### src/include/pm_cap_pkg.sv
/*
  Shared constants and carriers for the power-management capability register group.
  Assumes a configuration access port that presents dword addresses and byte enables.
*/
package pm_cap_pkg;

  // ------------------------------------------------------------------
  // configuration offsets (byte addresses)
  // ------------------------------------------------------------------
  localparam logic [7:0]  CAP_PTR_OFS      = 8'h34;
  localparam logic [7:0]  HOST_CTRL_OFS    = 8'h40;
  localparam logic [7:0]  PM_HDR_OFS       = 8'h44;
  localparam logic [7:0]  PM_CAPS_OFS      = 8'h46;

  // ------------------------------------------------------------------
  // fixed values and reset values
  // ------------------------------------------------------------------
  localparam logic [7:0]  CAP_PTR_VAL      = 8'h44;
  localparam logic [7:0]  NEXT_ITEM_VAL    = 8'h00;
  localparam logic [7:0]  CAP_IDENT_VAL    = 8'h01;
  localparam logic [2:0]  PM_REVISION_VAL  = 3'h1;
  localparam logic        SWAP_RESET       = 1'b0;
  localparam logic [15:0] PM_HDR_RESET     = 16'h0001;
  localparam logic [15:0] PM_CAPS_RESET    = 16'h6401;

  // ------------------------------------------------------------------
  // capabilities word field positions
  // ------------------------------------------------------------------
  localparam int          WAKE_COLD_BIT    = 15;
  localparam int          WAKE_HOT_BIT     = 14;
  localparam int          WAKE_STATE2_BIT  = 13;
  localparam int          STATE2_FLAG_BIT  = 10;
  localparam int          SWAP_BIT         = 0;

  // ------------------------------------------------------------------
  // carriers
  // ------------------------------------------------------------------
  typedef struct packed {
    logic        valid;
    logic        write;
    logic [5:0]  dw_addr;
    logic [3:0]  byte_en;
    logic [31:0] wdata;
  } cfg_req_s;

  typedef struct packed {
    logic        ack;
    logic [31:0] rdata;
  } cfg_rsp_s;

  typedef struct packed {
    logic        wake_from_cold_off;
    logic        wake_mask_state2_ctrl;
    logic        low_power_state2_flag;
  } misc_mirror_s;

endpackage

### src/rtl/pm_capability_regs.sv
/*
  Configuration register group: host-control byte-swap bit, capabilities pointer,
  power-management capability header and capabilities word, plus the quadlet swapper.
  Assumes configuration requests, mirror bits and the eeprom load strobe all come
  from logic on clk_i; the miscellaneous configuration register lives elsewhere.
  Writes never stall or report an error; unmapped dwords simply read zero.
  The swapper is one register stage with no backpressure, so a quadlet may
  arrive every cycle; its output holds the last quadlet between strobes.
*/
// Behaviour
// - byte-swap enable set reverses byte order of every transferred quadlet, both ways
// - byte-swap enable is loaded from eeprom; zero for little-endian operation
// - host-control bits 31 to 1 always read zero
// - next-capability pointer byte reads zero, ending the list
// - capability identifier byte reads the power-management identifier 01h
// - wake-source field defaults to wake from state3-hot and state2
// - wake-source state2 bit follows bit 13 of miscellaneous configuration
// - state2 support bit mirrors bit 10 of miscellaneous configuration
// - state1 support bit always reads zero
// - dynamic power data bit always reads zero
// - capabilities pointer at 34h is read-only and returns 44h
// - low three capability bits report interface revision 001b
// - special-init, auxiliary-power and wake-clock bits read zero
module pm_capability_regs (
  input  wire logic                    clk_i,
  input  wire logic                    reset_i,
  input  wire pm_cap_pkg::cfg_req_s    cfg_req_i,
  output pm_cap_pkg::cfg_rsp_s         cfg_rsp_o,
  input  wire pm_cap_pkg::misc_mirror_s misc_i,
  input  wire logic                    eeprom_load_i,
  input  wire logic                    eeprom_swap_i,
  input  wire logic                    xfer_valid_i,
  input  wire logic [31:0]             xfer_data_i,
  output logic                         xfer_valid_o,
  output logic [31:0]                  xfer_data_o,
  output logic                         swap_en_o
);
  import pm_cap_pkg::*;

  // ------------------------------------------------------------------
  // helpers
  // ------------------------------------------------------------------
  // reverse the four bytes of a quadlet
  function automatic logic [31:0] byte_swap(input logic [31:0] q);
    byte_swap = {q[7:0], q[15:8], q[23:16], q[31:24]};
  endfunction

  // dword index of a byte offset
  function automatic logic [5:0] dw_of(input logic [7:0] ofs);
    dw_of = ofs[7:2];
  endfunction

  // live capabilities word; mirror bits follow the misc register directly
  function automatic logic [15:0] caps_word(input misc_mirror_s m);
    logic [15:0] w;
    w                  = 16'h0000;
    w[WAKE_COLD_BIT]   = m.wake_from_cold_off;
    w[WAKE_HOT_BIT]    = 1'b1;
    w[WAKE_STATE2_BIT] = m.wake_mask_state2_ctrl;
    w[STATE2_FLAG_BIT] = m.low_power_state2_flag;
    w[2:0]             = PM_REVISION_VAL;
    caps_word = w;
  endfunction

  // ------------------------------------------------------------------
  // state
  // ------------------------------------------------------------------
  logic        swap_r;
  logic        swap_nxt;
  cfg_rsp_s    rsp_r;
  cfg_rsp_s    rsp_nxt;
  logic        xv_r;
  logic        xv_nxt;
  logic [31:0] xd_r;
  logic [31:0] xd_nxt;
  logic        host_wr;

  // ------------------------------------------------------------------
  // byte-swap control bit
  // ------------------------------------------------------------------
  // only byte lane 0 of the host-control dword can change anything
  assign host_wr = cfg_req_i.valid && cfg_req_i.write && cfg_req_i.byte_en[0]
                   && (cfg_req_i.dw_addr == dw_of(HOST_CTRL_OFS));

  // eeprom load wins over a config write in the same cycle
  always_comb begin
    swap_nxt = swap_r;
    if (eeprom_load_i) begin
      swap_nxt = eeprom_swap_i;
    end else if (host_wr) begin
      swap_nxt = cfg_req_i.wdata[SWAP_BIT];
    end
  end

  always_ff @(posedge clk_i) begin
    if (reset_i) begin
      swap_r <= SWAP_RESET;
    end else begin
      swap_r <= swap_nxt;
    end
  end

  // ------------------------------------------------------------------
  // configuration read path
  // ------------------------------------------------------------------
  // every request acks next cycle; unmapped dwords read zero, writes drop
  always_comb begin
    rsp_nxt       = '0;
    rsp_nxt.ack   = cfg_req_i.valid;
    if (cfg_req_i.valid && !cfg_req_i.write) begin
      unique case (cfg_req_i.dw_addr)
        dw_of(CAP_PTR_OFS): begin
          rsp_nxt.rdata[7:0] = CAP_PTR_VAL;
        end
        dw_of(HOST_CTRL_OFS): begin
          rsp_nxt.rdata[SWAP_BIT] = swap_r;
        end
        dw_of(PM_HDR_OFS): begin
          rsp_nxt.rdata = {caps_word(misc_i), NEXT_ITEM_VAL, CAP_IDENT_VAL};
        end
        default: begin
          rsp_nxt.rdata = 32'h0000_0000;
        end
      endcase
    end
  end

  always_ff @(posedge clk_i) begin
    if (reset_i) begin
      rsp_r <= '0;
    end else begin
      rsp_r <= rsp_nxt;
    end
  end

  // ------------------------------------------------------------------
  // quadlet swapper on the bus data path
  // ------------------------------------------------------------------
  // one register stage; the same swap serves reads and writes
  always_comb begin
    xv_nxt = xfer_valid_i;
    xd_nxt = xd_r;
    if (xfer_valid_i) begin
      xd_nxt = swap_r ? byte_swap(xfer_data_i) : xfer_data_i;
    end
  end

  always_ff @(posedge clk_i) begin
    if (reset_i) begin
      xv_r <= 1'b0;
      xd_r <= 32'h0000_0000;
    end else begin
      xv_r <= xv_nxt;
      xd_r <= xd_nxt;
    end
  end

  // every output comes straight from a register
  assign cfg_rsp_o    = rsp_r;
  assign swap_en_o    = swap_r;
  assign xfer_valid_o = xv_r;
  assign xfer_data_o  = xd_r;

  // decoded read requests used by the checks below
  logic rd_host;
  logic rd_hdr;
  logic rd_ptr;
  assign rd_host = cfg_req_i.valid && !cfg_req_i.write
                   && cfg_req_i.dw_addr == dw_of(HOST_CTRL_OFS);
  assign rd_hdr  = cfg_req_i.valid && !cfg_req_i.write
                   && cfg_req_i.dw_addr == dw_of(PM_HDR_OFS);
  assign rd_ptr  = cfg_req_i.valid && !cfg_req_i.write
                   && cfg_req_i.dw_addr == dw_of(CAP_PTR_OFS);

  // reads of dwords this group does not own
  logic rd_other;
  assign rd_other = cfg_req_i.valid && !cfg_req_i.write
                    && !rd_host && !rd_hdr && !rd_ptr;
endmodule

### config.mk
export PLATFORM = sky130hd
export DESIGN_NAME = pm_capability_regs
export DESIGN_NICKNAME = d
export VERILOG_FILES = /design/src/include/pm_cap_pkg.sv /design/src/rtl/pm_capability_regs.sv
export SDC_FILE = /design/constraint.sdc
export NUM_CORES = 1
export LEC_CHECK = 0
export BUFFER_PORTS_ARGS = -buffer_cell sky130_fd_sc_hd__buf_2
export CORE_UTILIZATION = 39
export CTS_CLUSTER_SIZE = 10
export DETAILED_ROUTE_END_ITERATION = 10
export GPL_TIMING_DRIVEN = 0
export HOLD_SLACK_MARGIN = 0.15
export PLACE_DENSITY = 0.88
export SETUP_SLACK_MARGIN = 0.02
export SLEW_MARGIN = 15
export SYNTH_ARGS = -nofsm -noshare
export SYNTH_HDL_FRONTEND = slang
export SYNTH_SLANG_ARGS = --single-unit
export TNS_END_PERCENT = 30
### constraint.sdc
create_clock -name clk_i -period 1.3 [get_ports clk_i]
set_input_delay 0.065 -clock clk_i [delete_from_list [all_inputs] [get_ports clk_i]]
set_output_delay 0.065 -clock clk_i [all_outputs]
set_load 0.05 [all_outputs]
==> results.toml <==
[outcome]
status = "finished with violations"
violations = "negative hold slack"

[detailed_routing]
dr.pass1.iters = 4
avgViaCountPerCell = 4.58
drt-initial-drc-count = 41
avgRoutedWirePerCell_um = 13.4
routed-via-count = 1978
ant_nets = 0
drt_wl_total_um = 5780
route.detailed.drc = 0

[timing]
holdWs_ns = -0.0215
hold_violations = 2
setup_viol = 0
worst_pin_slew_ns = 0.516
relSlewSlack_pct = 65.6
rsz0062_at_grt = "false"
report.final.slew_viol_count = 0
finClkSkew_ns = 0.00318
max_clock_freq_ghz = 0.815
period_needed_ns = 1.23
fin_crit_sh_pct = 94.3

[clock_tree]
root_buffer = "clkbuf_8"
clk_pin_slew_ns = 0.07
clock_sinks = 41
cts.hold.buffers_added = 46
cts_tree = "yes"
htree_levels = 2
clkLatencyLatePin_ns = 0.29
cts_buffers = 5
cts_setup_buffers = 0
cts_buffer_depth = 2

[synthesis]
synth_cells = 199
yosysUniqueCellTypes = 21
synth_seq_cells = 41
ys_warn_count = 0
avgSynthCellArea_um2 = 9.70
ys_seq_area_share_pct = 42.5
syn_area_mm2 = 0.00193

[pwr]
power.density_mw_per_mm2 = 1050
peakVddDrop_uv = 600
clockPowerShare_pct = 24.4
seq_power_share_pct = 42.4
p_sw_share_pct = 36.0
combPwrFrac_pct = 33.2
leakage_uw = 0.00150
intPower_uw = 2090
p_sw_uw = 1170

[floorplanning]
start_util_pct = 40.6
coreArea_mm2 = 0.00475
placementRows = 25
chipHeight_um = 72.4
io_pins = 151
die_width_um = 72.4
die_area_mm2 = 0.00524

[placed_design]
dp.cells = 379
place_congestion = 0.725
placed_area_mm2 = 0.00256
port_buffers = 90
dp_hpwl_um = 3570

[finish]
syn_to_final_growth_pct = 61.2
post_route_cells_drive_above_1_share_pct = 37.0
nets = 448
fin_area_mm2 = 0.00311
diodes = 0
fin_cells = 432

[global_route]
grt_max_degree = 13
overflow = 0
use_met2_pct = 45.0
grt_pass1_wl_um = 9000
grtUsageMet3_pct = 5.42
antenna_found_initial = 0
grt.busiest_layer = "met2"
grtUsageTotal_pct = 22.8
grt_pass1_vias = 1984
met1_usage_pct = 22.8

[setup_path]
setup.worst_path.class = "register to register"
startpoint_type = "register"
critPathMaxStageDelay_ns = 0.56
path_buf_inv = 1
crit_family = "buffers and inverters"
crit_cells = 3
worstPathMaxFanout = 2
slowest_stage = "dlygate4sd3_1"
path_cells = "nor2_1, dlygate4sd3_1, a211oi_1"
rr_worst_depth = 3
critPathArrivalTime_ns = 1.43
worst_setup_path_end_kind = "register"
worstPathRequired_ns = 1.50

[job]
max-cap-violations = 0

[hold_path]
hp-class = "input port to register"
holdPathStages = 2
## Yosys cell counts
cell,n,share of area (%)
nor2b_1,2,0.65
nor3_1,2,0.52
buf_6,1,0.58
and2_1,3,0.97
a31o_2,1,0.45
nor2_1,34,6.6
nand3_1,1,0.26
inv_1,1,0.19
a311oi_1,1,0.45
dfxtp_1,41,43
buf_1,2,0.39
buf_4,28,11
nor3_4,1,0.84
nor4bb_1,1,0.52
clkbuf_1,7,1.4
mux2i_1,33,17
buf_2,3,0.78
a211oi_1,33,13
or4b_4,2,1.4
nor4b_1,1,0.45
conb_1,1,0.19
## logic make-up after synthesis
family	share of synthesized area, %
and+or+nand+nor	12.2
buffers and inverters	14.2
DFF	42.5
AOI/OAI and AO/OA	13.7
muxes	17.1
other	0.194
## layout make-up
type / count / area, um2
inverters: 1 / 3.75
flip-flops and latches: 41 / 825
clock buffers: 6 / 72.6
fillers: 385 / 1640
repair buffers: 136 / 911
multi-input cells: 139 / 932
clock inverters: 2 / 10.0
plain buffers: 40 / 275
well taps: 67 / 83.8
## what timing repair did
action | in CTS | in global routing
resized for setup | 1 | 3
gates cloned | 0 | 0
endpoints found under the setup margin | 5 | 26
endpoints found under the hold margin | 37 | 6
## path summary, 6_finish.rpt
kind	startpoint	endpoint	slack (ns)
worst max-delay path	xfer_data_o[19]	xfer_data_o[19]	0.07
worst min register to register	xfer_data_o[25]	xfer_data_o[25]	0.48
worst min-delay path	reset_i	xfer_data_o[16]	-0.02
worst max register to register	xfer_data_o[19]	xfer_data_o[19]	0.07
## flip-flops by register name, summed over array words and instances (netlist names)
name,count
cfg_rsp_o,7
swap_en_o,1
xfer_valid_o,1
xfer_data_o,32
## cells in the final DEF (no fill, tap or decap), types with 2 or more instances in the layout
cell and instances:
buf_2 91, or4b_4 2, dfxtp_1 40, conb_1 24, and2_1 3, nor3_1 2
nor2b_1 2, clkbuf_8 5, buf_4 27, clkinv_2 2, mux2i_1 33, nor2_1 34
clkbuf_1 8, dlygate4sd3_1 46, buf_1 2, a211oi_1 31, buf_6 3, a211oi_2 2
## metrics by stage
step           setup slack, ns  total power (uW)  utilization (%)   TNS, ns
2_1_floorplan           0.0597              2140                -         0
3_3_place_gp            0.0291              2360             53.8         0
3_5_place_dp          -0.00593              2370             53.8  -0.00593
4_1_cts                0.00371              3270             65.3         0
5_1_grt                 0.0211              3420             65.5         0
6_report                0.0735              3270             65.5         0
## power by group through the flow
stage | combinational [uW] | sequential [uW] | clock (uW)
2_1_floorplan | 452 | 1690 | 0
3_3_place_gp | 954 | 1400 | 0
3_5_place_dp | 963 | 1400 | 0
4_1_cts | 1070 | 1370 | 823
5_1_grt | 1150 | 1390 | 875
6_report | 1080 | 1390 | 795
## metal layers
metal / wire length (um) / up-vias
met2: 3060 / 78
met4: 118 / 0
met1: 2290 / 901
met5: 0 / -
li1: - / 985
met3: 306 / 14
(Power assumes the default switching activity.)
